==> src/pkg/serial_baud_pkg.sv <==
// package: register map, fields, reset values and timing figures of the serial baud block
package serial_baud_pkg;
  // register offsets on the cpu port
  localparam logic [15:0] ASYNC_MODE_CONTROL_OFS    = 16'hff70;
  localparam logic [15:0] SERIAL_OPERATION_MODE_OFS = 16'hff72;
  localparam logic [15:0] BAUD_CLOCK_SELECT_OFS     = 16'hff73;
  localparam logic [15:0] BIT_WRITE_OFS             = 16'hff7f;
  // reset values
  localparam logic [7:0] ASYNC_MODE_CONTROL_RST    = 8'h00;
  localparam logic [7:0] SERIAL_OPERATION_MODE_RST = 8'h00;
  localparam logic [7:0] BAUD_CLOCK_SELECT_RST     = 8'h00;
  // field positions
  localparam int TRANSMITTER_ENABLE_BIT  = 7;
  localparam int RECEIVER_ENABLE_BIT     = 6;
  localparam int THREE_WIRE_ENABLE_BIT   = 7;
  localparam int BIT_ORDER_SELECT_BIT    = 2;
  localparam int CLOCK_SOURCE_BIT        = 1;
  localparam int SOURCE_SEL_LSB          = 4;
  // writable masks: reserved bits are held at zero
  localparam logic [7:0] ASYNC_MODE_MASK  = 8'hfc;
  localparam logic [7:0] SERIAL_MODE_MASK = 8'h86;
  localparam logic [7:0] BAUD_SEL_MASK    = 8'hf0;
  // source selector codes
  localparam logic [3:0] SEL_LAST_INTERNAL = 4'h7;
  localparam logic [3:0] SEL_EXTERNAL      = 4'h8;
  // bit clock: one bit (or one shift clock half period) is this many source ticks plus one
  localparam logic [3:0] TICKS_PER_BIT_M1  = 4'hf;
  localparam logic [3:0] INT_TICKS_PER_BIT_M1 = 4'h7;
  // system clock figures
  localparam int REF_CLK_HZ = 25_000_000;
  localparam int REF_CLK_NS = 1_000_000_000 / REF_CLK_HZ;
  // mode encoding
  typedef enum logic [1:0] {
    MODE_STOP  = 2'b00,
    MODE_ASYNC = 2'b01,
    MODE_THREE = 2'b10,
    MODE_BAD   = 2'b11
  } serial_mode_t;
endpackage

==> src/pkg/byte_stream_if.sv <==
// interface: one valid/ready byte stream between the block and its buffer
`timescale 1ns/1ns
interface byte_stream_if;
  logic       valid;
  logic       ready;
  logic [7:0] data;
  modport source (output valid, output data, input ready);
  modport sink   (input valid, input data, output ready);
endinterface

==> src/rtl/serial_baud_and_mode_control.sv <==
// baud generator, mode registers and bit shifter of the serial interface
`timescale 1ns/1ns
// What this block does
// - baud select resets zero, low nibble zero
// - codes 0-7 divide by 2^(n+1), 8 external
// - internal rate is clock over 2^(n+1)*16
// - external rate is pin frequency over 16
// - external pin source only in async mode
// - all enables off: no transfer, pins general
// - serial mode bit7 enables three-wire mode
// - async byte after start bit, full duplex
// - serial mode bit1 picks three-wire clock
// - mode registers reset zero, bit writes allowed
// - baud select written as whole byte only
// - external path reaches 31.25 kbit/s
module serial_baud_and_mode_control
  import serial_baud_pkg::*;
(
  // clock and reset
  input  wire logic        ref_clk,
  input  wire logic        rstn,
  // cpu register port
  input  wire logic [15:0] regAddr,
  input  wire logic [7:0]  regWdata,
  input  wire logic        regWrite,
  input  wire logic        regRead,
  output logic      [7:0]  regRdata,
  // transmit byte stream from the cpu side
  input  wire logic        txValid,
  input  wire logic [7:0]  txData,
  output logic             txReady,
  // received byte stream to the cpu side
  output logic             rxValid,
  output logic      [7:0]  rxData,
  input  wire logic        rxReady,
  // serial pins
  input  wire logic        externalAsyncClockPin,
  input  wire logic        serialClockPinIn,
  output logic             serialClockPinOut,
  output logic             serialClockPinOe,
  input  wire logic        rxdPin,
  output logic             txdPin,
  output logic             txdPinOe,
  // status
  output logic             portFunctionMode,
  output logic             bitTick
);
  typedef enum logic [1:0] {
    SH_IDLE  = 2'b00,
    SH_START = 2'b01,
    SH_DATA  = 2'b10,
    SH_STOP  = 2'b11
  } shift_state_t;

  typedef struct packed {
    logic [7:0]   asyncMode;
    logic [7:0]   serialMode;
    logic [7:0]   baudSel;
    logic [7:0]   prescale;
    logic         extPinLast;
    logic         sckLast;
    logic [3:0]   tickCount;
    logic         bitPulse;
    logic         sckOut;
    logic         sckEdge;
    shift_state_t txState;
    logic [2:0]   txBitCnt;
    logic [7:0]   txShift;
    logic         txLine;
    shift_state_t rxState;
    logic [2:0]   rxBitCnt;
    logic [7:0]   rxShift;
    logic         rxPush;
    logic [7:0]   rxWord;
    logic [7:0]   rdata;
  } ctl_state_t;

  ctl_state_t st;
  ctl_state_t next_st;
  serial_mode_t mode;
  logic [3:0]   sel;
  logic         srcTick;
  logic         extEdge;
  logic         sckRise;
  logic         sckFall;
  logic         bufReady;
  logic         msbFirst;

  byte_stream_if rxIn ();
  byte_stream_if rxOut ();

  // next shift register value in the chosen bit order
  function automatic logic [7:0] shiftIn(input logic [7:0] cur, input logic b,
                                         input logic msbF);
    return msbF ? {cur[6:0], b} : {b, cur[7:1]};
  endfunction

  // prescaler mask for source code c: bits c down to 0
  function automatic logic [7:0] lowMask(input logic [2:0] c);
    return 8'hff >> (3'd7 - c);
  endfunction

  // mode decode from the enable bits
  always_comb begin
    unique case ({st.serialMode[THREE_WIRE_ENABLE_BIT],
                  st.asyncMode[TRANSMITTER_ENABLE_BIT] | st.asyncMode[RECEIVER_ENABLE_BIT]})
      2'b00: mode = MODE_STOP;
      2'b01: mode = MODE_ASYNC;
      2'b10: mode = MODE_THREE;
      2'b11: mode = MODE_BAD;
    endcase
  end

  assign sel      = st.baudSel[SOURCE_SEL_LSB +: 4];
  assign msbFirst = !st.serialMode[BIT_ORDER_SELECT_BIT];
  assign extEdge  = externalAsyncClockPin && !st.extPinLast;
  assign sckRise  = serialClockPinIn && !st.sckLast;
  assign sckFall  = !serialClockPinIn && st.sckLast;

  // source tick: prescaler bits n down to 0 all set gives clock / 2^(n+1)
  always_comb begin
    srcTick = 1'b0;
    if (sel <= SEL_LAST_INTERNAL)
      srcTick = ((st.prescale & lowMask(sel[2:0])) == lowMask(sel[2:0]));
    else if (sel == SEL_EXTERNAL)
      srcTick = extEdge && (mode == MODE_ASYNC);
  end

  // register file, baud divider and shifters
  always_comb begin
    next_st          = st;
    next_st.bitPulse = 1'b0;
    next_st.sckEdge  = 1'b0;
    next_st.rxPush   = 1'b0;
    next_st.extPinLast = externalAsyncClockPin;
    next_st.sckLast  = serialClockPinIn;
    next_st.prescale = st.prescale + 8'd1;
    // register writes; baud select takes whole bytes only
    if (regWrite) begin
      unique case (regAddr)
        ASYNC_MODE_CONTROL_OFS:    next_st.asyncMode = regWdata & ASYNC_MODE_MASK;
        SERIAL_OPERATION_MODE_OFS: next_st.serialMode = regWdata & SERIAL_MODE_MASK;
        BAUD_CLOCK_SELECT_OFS:     next_st.baudSel = regWdata & BAUD_SEL_MASK;
        BIT_WRITE_OFS: begin
          // single-bit write: [7] target, [6:4] bit, [0] value
          if (!regWdata[7])
            next_st.asyncMode[regWdata[6:4]] = regWdata[0] & ASYNC_MODE_MASK[regWdata[6:4]];
          else
            next_st.serialMode[regWdata[6:4]] = regWdata[0] & SERIAL_MODE_MASK[regWdata[6:4]];
        end
        default: ;
      endcase
    end
    // bit clock: sixteen source ticks per bit; internal shift clock flips every eight
    if (mode == MODE_STOP) begin
      next_st.tickCount = '0;
    end else if (srcTick) begin
      next_st.tickCount = st.tickCount + 4'd1;
      if (sel != SEL_EXTERNAL && st.tickCount[2:0] == INT_TICKS_PER_BIT_M1[2:0]) begin
        next_st.sckOut  = !st.sckOut;
        next_st.sckEdge = 1'b1;
      end
      if (st.tickCount == TICKS_PER_BIT_M1) begin
        next_st.tickCount = '0;
        next_st.bitPulse  = 1'b1;
      end
    end
    // asynchronous transmitter: start, 8 data bits lsb first, stop
    // line rests high unless a transmit mode owns it
    if (mode != MODE_THREE
        && (mode != MODE_ASYNC || !st.asyncMode[TRANSMITTER_ENABLE_BIT])) begin
      next_st.txState = SH_IDLE;
      next_st.txLine  = 1'b1;
    end
    if (mode == MODE_ASYNC && st.asyncMode[TRANSMITTER_ENABLE_BIT]) begin
      unique case (st.txState)
        SH_IDLE: if (txValid) begin
          next_st.txShift = txData;
          next_st.txState = SH_START;
        end
        SH_START: if (st.bitPulse) begin
          next_st.txLine   = 1'b0;
          next_st.txBitCnt = '0;
          next_st.txState  = SH_DATA;
        end
        SH_DATA: if (st.bitPulse) begin
          next_st.txLine   = st.txShift[0];
          next_st.txShift  = {1'b0, st.txShift[7:1]};
          next_st.txBitCnt = st.txBitCnt + 3'd1;
          if (st.txBitCnt == 3'd7) next_st.txState = SH_STOP;
        end
        SH_STOP: if (st.bitPulse) begin
          next_st.txLine  = 1'b1;
          next_st.txState = SH_IDLE;
        end
      endcase
    end
    // three-wire shifter: out on falling, in on rising edge of the shift clock
    if (mode == MODE_THREE) begin
      unique case (st.txState)
        SH_IDLE: if (txValid) begin
          next_st.txShift  = txData;
          next_st.txBitCnt = '0;
          next_st.txLine   = msbFirst ? txData[7] : txData[0];
          next_st.txState  = SH_DATA;
        end
        SH_DATA: begin
          if (st.serialMode[CLOCK_SOURCE_BIT] ? (st.sckEdge && !st.sckOut)
                                             : sckRise) begin
            next_st.rxShift  = shiftIn(st.rxShift, rxdPin, msbFirst);
            next_st.txBitCnt = st.txBitCnt + 3'd1;
            if (st.txBitCnt == 3'd7) begin
              next_st.rxWord  = shiftIn(st.rxShift, rxdPin, msbFirst);
              next_st.rxPush  = 1'b1;
              next_st.txState = SH_IDLE;
            end
          end
          if (st.serialMode[CLOCK_SOURCE_BIT] ? (st.sckEdge && st.sckOut)
                                             : sckFall) begin
            next_st.txShift = msbFirst ? {st.txShift[6:0], 1'b0} : {1'b0, st.txShift[7:1]};
            next_st.txLine  = msbFirst ? st.txShift[6] : st.txShift[1];
          end
        end
        default: next_st.txState = SH_IDLE;
      endcase
    end
    // asynchronous receiver sampled on each bit tick
    if (mode != MODE_ASYNC || !st.asyncMode[RECEIVER_ENABLE_BIT]) begin
      next_st.rxState = SH_IDLE;
    end else begin
      unique case (st.rxState)
        // start seen on one tick; the next tick samples bit 0
        SH_IDLE: if (st.bitPulse && !rxdPin) begin
          next_st.rxBitCnt = '0;
          next_st.rxState  = SH_DATA;
        end
        SH_START: next_st.rxState = SH_IDLE;
        SH_DATA: if (st.bitPulse) begin
          next_st.rxShift  = {rxdPin, st.rxShift[7:1]};
          next_st.rxBitCnt = st.rxBitCnt + 3'd1;
          if (st.rxBitCnt == 3'd7) next_st.rxState = SH_STOP;
        end
        SH_STOP: if (st.bitPulse) begin
          next_st.rxWord  = st.rxShift;
          next_st.rxPush  = rxdPin && bufReady;
          next_st.rxState = SH_IDLE;
        end
      endcase
    end
    // read data stand the cycle after the strobe
    next_st.rdata = 8'h00;
    if (regRead) begin
      unique case (regAddr)
        ASYNC_MODE_CONTROL_OFS:    next_st.rdata = st.asyncMode;
        SERIAL_OPERATION_MODE_OFS: next_st.rdata = st.serialMode;
        BAUD_CLOCK_SELECT_OFS:     next_st.rdata = st.baudSel;
        default:                   next_st.rdata = 8'h00;
      endcase
    end
  end

  // state register
  always_ff @(posedge ref_clk or negedge rstn) begin
    if (!rstn) begin
      st            <= '0;
      st.txLine     <= 1'b1;
      st.sckLast    <= 1'b1; // shift clock pin idles high
      st.asyncMode  <= ASYNC_MODE_CONTROL_RST;
      st.serialMode <= SERIAL_OPERATION_MODE_RST;
      st.baudSel    <= BAUD_CLOCK_SELECT_RST;
    end else begin
      st <= next_st;
    end
  end

  // received bytes pass through the two-entry buffer
  assign rxIn.valid  = st.rxPush;
  assign rxIn.data   = st.rxWord;
  assign bufReady    = rxIn.ready;
  assign rxValid     = rxOut.valid;
  assign rxData      = rxOut.data;
  assign rxOut.ready = rxReady;

  skid_buffer rxBuf (
    .ref_clk (ref_clk),
    .rstn    (rstn),
    .inPort  (rxIn),
    .outPort (rxOut)
  );

  // outputs and pin drive; enables low while driving
  assign regRdata          = st.rdata;
  assign txReady           = (st.txState == SH_IDLE) && (mode == MODE_ASYNC || mode == MODE_THREE)
                             && (mode == MODE_THREE || st.asyncMode[TRANSMITTER_ENABLE_BIT]);
  assign txdPin            = st.txLine;
  assign txdPinOe          = !((mode == MODE_ASYNC && st.asyncMode[TRANSMITTER_ENABLE_BIT])
                               || mode == MODE_THREE);
  assign serialClockPinOut = !st.sckOut;
  assign serialClockPinOe  = !(mode == MODE_THREE && st.serialMode[CLOCK_SOURCE_BIT]);
  assign portFunctionMode  = (mode == MODE_STOP);
  assign bitTick           = st.bitPulse;
endmodule

==> src/rtl/skid_buffer.sv <==
// two-entry byte buffer with valid/ready on both sides
`timescale 1ns/1ns
module skid_buffer (
  // clock and reset
  input  wire logic   ref_clk,
  input  wire logic   rstn,
  // streams
  byte_stream_if.sink   inPort,
  byte_stream_if.source outPort
);
  typedef struct packed {
    logic [7:0] slot0;
    logic [7:0] slot1;
    logic [1:0] count;
  } buf_state_t;

  buf_state_t st;
  buf_state_t next_st;
  logic       push;
  logic       pop;

  // handshakes and outputs
  assign inPort.ready  = (st.count != 2'd2);
  assign outPort.valid = (st.count != 2'd0);
  assign outPort.data  = st.slot0;
  assign push          = inPort.valid && inPort.ready;
  assign pop           = outPort.valid && outPort.ready;

  // slot0 is the head; slot1 holds the second word
  always_comb begin
    next_st = st;
    unique case ({push, pop})
      2'b10: begin
        if (st.count == 2'd0) next_st.slot0 = inPort.data;
        else next_st.slot1 = inPort.data;
        next_st.count = st.count + 2'd1;
      end
      2'b01: begin
        next_st.slot0 = st.slot1;
        next_st.count = st.count - 2'd1;
      end
      2'b11: begin
        if (st.count == 2'd1) next_st.slot0 = inPort.data;
        else begin
          next_st.slot0 = st.slot1;
          next_st.slot1 = inPort.data;
        end
      end
      2'b00: next_st = st;
    endcase
  end

  // state register
  always_ff @(posedge ref_clk or negedge rstn) begin
    if (!rstn) st <= '0;
    else st <= next_st;
  end
endmodule

==> config.mk <==
export PLATFORM = sky130hd
export DESIGN_NAME = serial_baud_and_mode_control
export DESIGN_NICKNAME = d
export VERILOG_FILES = /design/src/pkg/serial_baud_pkg.sv /design/src/pkg/byte_stream_if.sv /design/src/rtl/serial_baud_and_mode_control.sv /design/src/rtl/skid_buffer.sv
export SDC_FILE = /design/constraint.sdc
export NUM_CORES = 1
export LEC_CHECK = 0
export BUFFER_PORTS_ARGS = -buffer_cell sky130_fd_sc_hd__buf_2
export CORE_ASPECT_RATIO = 0.9
export CORE_MARGIN = 2
export CORE_UTILIZATION = 47
export DETAILED_ROUTE_END_ITERATION = 10
export PLACE_DENSITY = 0.71
export SYNTH_ARGS = -nofsm -noshare
export SYNTH_HDL_FRONTEND = slang
export SYNTH_SLANG_ARGS = --single-unit
==> constraint.sdc <==
create_clock -name ref_clk -period 1.9 [get_ports ref_clk]
set_input_delay 0.38 -clock ref_clk [delete_from_list [all_inputs] [get_ports ref_clk]]
set_output_delay 0.38 -clock ref_clk [all_outputs]
set_load 0.03 [all_outputs]
; ---- After elaboration in Yosys (flattened, before gate mapping)
; Memory sizes are Yosys's and may differ from the RTL's.
; Cells that the tools add are included.
[classes]
n_eq_ne = 40
order_cmp = 3
shift = 1
n_bitwise = 7
n_reduce_logical = 52
mux = 70
add_sub_neg = 7
[op_table]
columns = cell, n
row1 = $mux 8, 11
row2 = $mux 17, 4
row3 = $eq 16x16->1 const B, 4
row4 = $pmux 8 s2, 4
row5 = $mux 14, 4
row6 = $pmux 8 s3, 2
row7 = $mux 9, 4
row8 = $pmux 12 s2, 1
row9 = $pmux 2 s4, 3
row10 = $mux 5, 4
row11 = $eq 2x2->1 const B, 9
row12 = $mux 2, 9
row13 = $logic_and 1x1->1, 17
row14 = $bwmux 8, 2
row15 = $ne 2x2->1 const B, 8
row16 = $reduce_bool 2->1, 7
row17 = $mux 13, 1
row18 = $eq 2x1->1 const B, 6
row19 = $logic_not 2->1, 6
row20 = $mux 1, 12
row21 = $ne 3x3->1 const B, 4
row22 = $pmux 3 s2, 2
row23 = $reduce_and 3->1, 4
row24 = $eq 3x3->1 const B, 3
row25 = 28 further kinds, 49
[word_totals]
ff_bits = 99
mem_count = 2
romBits = 16
out_inout_bits = 24
inputBits = 41
wordCells = 205
[memory_table]
columns = memory, words, word_bits, rd, rd_clocked_by_memory_dff, write_ports, line_no
row1 = (no name shown), 8, 1, 1, 0, 0, serial_baud_and_mode_control.sv:149  ; next_st.serialMode[regWdata[6:4]] = regWdata[0] & SERIAL_MODE_MASK[regWdata[6:4]];
row2 = (no name shown), 8, 1, 1, 0, 0, serial_baud_and_mode_control.sv:147  ; next_st.asyncMode[regWdata[6:4]] = regWdata[0] & ASYNC_MODE_MASK[regWdata[6:4]];

; ---- Longest topological paths before layout
[depth]
word_depth = 15
ltp_mapped = 10
depth_no_buf = 10

; ---- By module
; A second synthesis with hierarchy kept.
[hier_totals]
hier_cells = 613
hier_area_um2 = 5936.9
[by_module_without_submodules]
columns = module, seq_area_each_um2, area_per_inst_um2, instances, cells_each
row1 = serial_baud_and_mode_control, 2029.4, 4897.2, 1, 515
row2 = skid_buffer, 450.4, 1039.7, 1, 98

; ---- Worst setup path before layout
; OpenSTA, ideal clock, no wires.
[synth_path]
path_kind = register to output
from = register st[83] (netlist name)
to = output txReady
setup_slack_ps = -482
t_arrival_ps = 2002
path_stages_with_launch = 7
required_ps = 1520
path_buffers = 2
path_cell_list = dfrtp_1 > nor2_1 > ha_1 > clkbuf_1 > buf_1 > nor2_1 > nor3_1
[synth_via]
elab_chain_len = 7
elab_cells_between_ends = 12
classes_between = eq/ne (5) / mux (1) / bitwise (1) / reduce/logical (5)
[synth_lines]
columns = item, line_no
row1 = "start, declared", serial_baud_and_mode_control.sv:78  ; ctl_state_t st;
row2 = "start signal, assigned", serial_baud_and_mode_control.sv:272  ; st <= next_st;
row3 = $or 1x1->1 *, serial_baud_and_mode_control.sv:106  ; st.asyncMode[TRANSMITTER_ENABLE_BIT] | st.asyncMode[RECEIVER_ENABLE_BIT]})
row4 = "$eq 2x2->1, or another cell as far along", serial_baud_and_mode_control.sv:105  ; unique case ({st.serialMode[THREE_WIRE_ENABLE_BIT],
row5 = $pmux 2 s4 *, serial_baud_and_mode_control.sv:105
row6 = $eq 2x1->1 / $eq 2x2->1 (equally long branches), "serial_baud_and_mode_control.sv:293, serial_baud_and_mode_control.sv:294"
row7 = $logic_or 1x1->1, serial_baud_and_mode_control.sv:293  ; assign txReady = (st.txState == SH_IDLE) && (mode == MODE_ASYNC || mode == MODE_THREE)
row8 = $logic_and 1x1->1, serial_baud_and_mode_control.sv:293
row9 = $logic_and 1x1->1 *, serial_baud_and_mode_control.sv:294  ; && (mode == MODE_THREE || st.asyncMode[TRANSMITTER_ENABLE_BIT]);
row10 = "end, declared", serial_baud_and_mode_control.sv:31  ; output logic txReady,
; Every way passes the cells marked *; elsewhere a longest branch is shown, timed or not.

; ---- Worst setup path in the final report
[layout_path]
from = register st[84] (netlist name)
to = output txReady
[layout_via]
elab_chain_len = 7
elab_cells_between_ends = 12
classes_between = eq/ne (5) / mux (1) / bitwise (1) / reduce/logical (5)
[layout_lines]
columns = item, line_no
row1 = $or 1x1->1, serial_baud_and_mode_control.sv:106
row2 = "$eq 2x2->1, or another cell as far along", serial_baud_and_mode_control.sv:105
row3 = $pmux 2 s4, serial_baud_and_mode_control.sv:105
row4 = $eq 2x1->1 / $eq 2x2->1 (equally long branches), "serial_baud_and_mode_control.sv:293, serial_baud_and_mode_control.sv:294"
row5 = $logic_or 1x1->1, serial_baud_and_mode_control.sv:293
row6 = $logic_and 1x1->1, serial_baud_and_mode_control.sv:293
row7 = $logic_and 1x1->1 *, serial_baud_and_mode_control.sv:294
; Marks and branches as above.

==> flow_summary.json <==
{
  "dp_hpwl_um": 10600,
  "utilization_pct": 60.4,
  "crit_path_start_kind": "flip-flop",
  "synth_cells": 626,
  "yosysUniqueCellTypes": 69,
  "cp.arrival_ps": 1560,
  "finalHoldViolCount": 1,
  "power_leakage_nw": 3.36,
  "path_clk_slew_ps": 70,
  "period_needed_ps": 1940,
  "rsz0062_at_grt": "yes",
  "synth-seq-cells": 99,
  "wl_per_cell_um": 16.1,
  "grt-busiest-layer": "met2",
  "avgViaCountPerCell": 5.61,
  "hold_ws_ps": -1.10,
  "antenna_cells": 0,
  "grt_max_degree": 43,
  "drt-pass1-iter-count": 6,
  "coreArea_um2": 12100,
  "ir_drop_v": 0.000453,
  "num_io_pins": 65,
  "drv_slew": 0,
  "crit_path_top_delay_cell": "dfrtp_2",
  "holdBufCountCts": 0,
  "grt_util_all_layers_pct": 22.3,
  "drive_gt1_share_pct": 31.4,
  "grt_pass1_vias": 4888,
  "cts_made_buffers": 9,
  "path_class": "flip-flop to output pin",
  "synth-edff-count": 0,
  "drt-total-wl_um": 14600,
  "port_buffers": 64,
  "grt_overflow": 0,
  "syn_area_per_cell_um2": 9.40,
  "cts_tree": "built",
  "violations": "negative hold slack, negative setup slack",
  "p_per_area_nw_per_um2": 751,
  "die_area_um2": 13400,
  "grt_pass1_wl_um": 23500,
  "clk_path_buf_depth": 2,
  "use_met2_pct": 37.5,
  "ys_seq_area_share_pct": 42.2,
  "drt_iter0_markers": 373,
  "clock_sinks": 99,
  "synthesis.nets": 689,
  "fp-row-count": 38,
  "hold_class": "primary input to asynchronous set/reset pin",
  "p_total_w": 0.00550,
  "worst_slew_pin_slew_ps": 539,
  "netlist_area_um2": 5880,
  "ys_warn_count": 0,
  "synthTopCellsByArea": "dfrtp_1, o21ai_0, mux2i_1, nand2_1, ha_1",
  "num_vias": 5080,
  "fin_nets": 803,
  "cp-end-kind": "output pin",
  "clk_latency_ps": 360,
  "maxSlewHeadroom_pct": 64.0,
  "antenna_found_initial": 0,
  "cts-root-buf": "clkbuf_16",
  "tns_ps": -38.5,
  "maxCapViolCount": 0,
  "fp.dieH_um": 110,
  "area_growth_syn_to_layout_pct": 24.5,
  "setup_ws_ps": -38.5,
  "status": "finished with violations",
  "htreeDepth": 3,
  "initial_core_util_pct": 48.5,
  "setup_viol": 1,
  "r2r_slack_ps": 20,
  "post-route-drc-count": 0,
  "synthFlopType": "dfrtp_1",
  "synthTopCellsByCount": "dfrtp_1, nand2_1, o21ai_0, nor2_1, mux2i_1",
  "postRouteAntennaNets": 0,
  "yosysTopAreaCell": "dfrtp_1",
  "min_period_over_period_pct": 102,
  "cp_max_fo": 3,
  "critical_path_buf_inv_count": 1,
  "finalClockSkew_ps": 10.1,
  "met3_usage_pct": 3.24,
  "gp_congestion": 0.906,
  "synth_most_common_cell": "dfrtp_1",
  "dp.cells": 877,
  "fmax_ghz": 0.516,
  "grt_use_met1_pct": 29.7,
  "crit_family": "flip-flops",
  "synth_top_area_share_pct": 41.3,
  "crit_chain": "nor2_4, ha_4, nor3_4, buf_6",
  "final_cells": 905,
  "required_ps": 1520,
  "die_w_um": 122,
  "synthArstFlopShare_pct": 100,
  "max_stage_delay_ps": 430
}
final cells by class:
cell class	count	area [um^2]
flip-flops and latches	99	2480
well taps	160	200
fillers	1030	4800
clock buffers	9	225
clock inverters	7	58.8
inverters	23	88.8
multi-input cells	460	3250
repair buffers	147	1020
where the power goes:
part,internal [W],total (W),switching (W)
clock,0.000912,0.00178,0.000870
sequential,0.00231,0.00246,0.000155
combinational,0.000527,0.00125,0.000726
sequential cells by signal, indices dropped and copies added, names as in the netlist:
register / flops
bitTick: 1
regRdata: 8
rxBuf.outPort.data: 8
rxBuf.st: 10
rxIn.data: 8
rxIn.valid: 1
sel: 4
st: 58
txdPin: 1
cell usage in the layout (no fill, tap or decap), types with 3 or more instances in the layout:
cell type	count
nand2b_1	13
xor2_1	3
and2_1	9
o21ai_0	65
a21oi_1	21
nor3b_1	4
mux2i_1	32
o2bb2ai_1	3
ha_2	3
nand2_1	78
nor2_2	4
nor2_1	31
inv_6	3
buf_12	4
inv_1	17
a32o_1	6
nor3_1	12
mux2_2	21
a211oi_1	5
a22o_1	9
buf_4	80
inv_2	5
a22oi_1	16
nand4_1	5
xnor2_1	6
nand3_1	11
and3_1	7
buf_2	59
nand3b_1	5
nor2_4	3
o21ai_1	5
nor2b_1	5
ha_1	13
clkbuf_16	9
a21o_1	5
ha_4	6
dfrtp_1	95
buf_6	4
or4_1	3
metal layers:
layer | part of all wire (%) | up-vias
met2 | 49 | 141
li1 | - | 2468
met4 | 1.8 | 0
met5 | 0 | -
met1 | 45 | 2449
met3 | 4.4 | 22
worst paths after layout:
check / end / depth (start not counted) / start
max in group asynchronous: st[76]$_DFFE_PN0P_ / 2 / rstn
worst min-delay path: rxBuf.outPort.data[2]$_DFFE_PN0P_ / 1 / rstn
min in group ref_clk: st[52]$_DFF_PN0_ / 1 / externalAsyncClockPin
worst min register to register: st[60]$_DFF_PN0_ / 1 / st[60]$_DFF_PN0_
worst max-delay path: txReady / 4 / st[84]$_DFFE_PN0P_
worst max register to register: st[31]$_DFF_PN0_ / 7 / st[43]$_DFF_PN0_
through the flow:
step | setup WS (ps) | hold WS (ps) | instance area (um^2)
finish | -38.5 | -1.10 | 7330
global route | -87.0 | 32.0 | 7330
CTS | -110 | 12.9 | 7100
detailed placement | -92.6 | 394 | 6740
global placement | -1.37 | 383 | 6740
floorplan | -1.65 | 84.4 | 5930
logic make-up (layout without fill, tap and decap cells):
logic type / count (synthesis) / in the layout / synth area share (%)
AO/OA/AOI/OAI: 165 / 165 / 18.0
buffers and inverters: 67 / 186 / 5.79
AND/OR/NAND/NOR: 211 / 211 / 18.5
flip-flops: 99 / 99 / 42.2
XOR/XNOR: 9 / 9 / 1.34
adder cells (fa/ha/maj): 22 / 22 / 4.68
multiplexers: 53 / 53 / 9.47
repair_timing:
| action | in CTS | in global routing |
|---|---|---|
| pin swaps | 2 | 9 |
| setup buffers | 2 | 10 |
| setup endpoints to repair | 25 | 33 |
| resized for setup | 19 | 39 |
No activity file was read; power rests on OpenSTA's default activity.
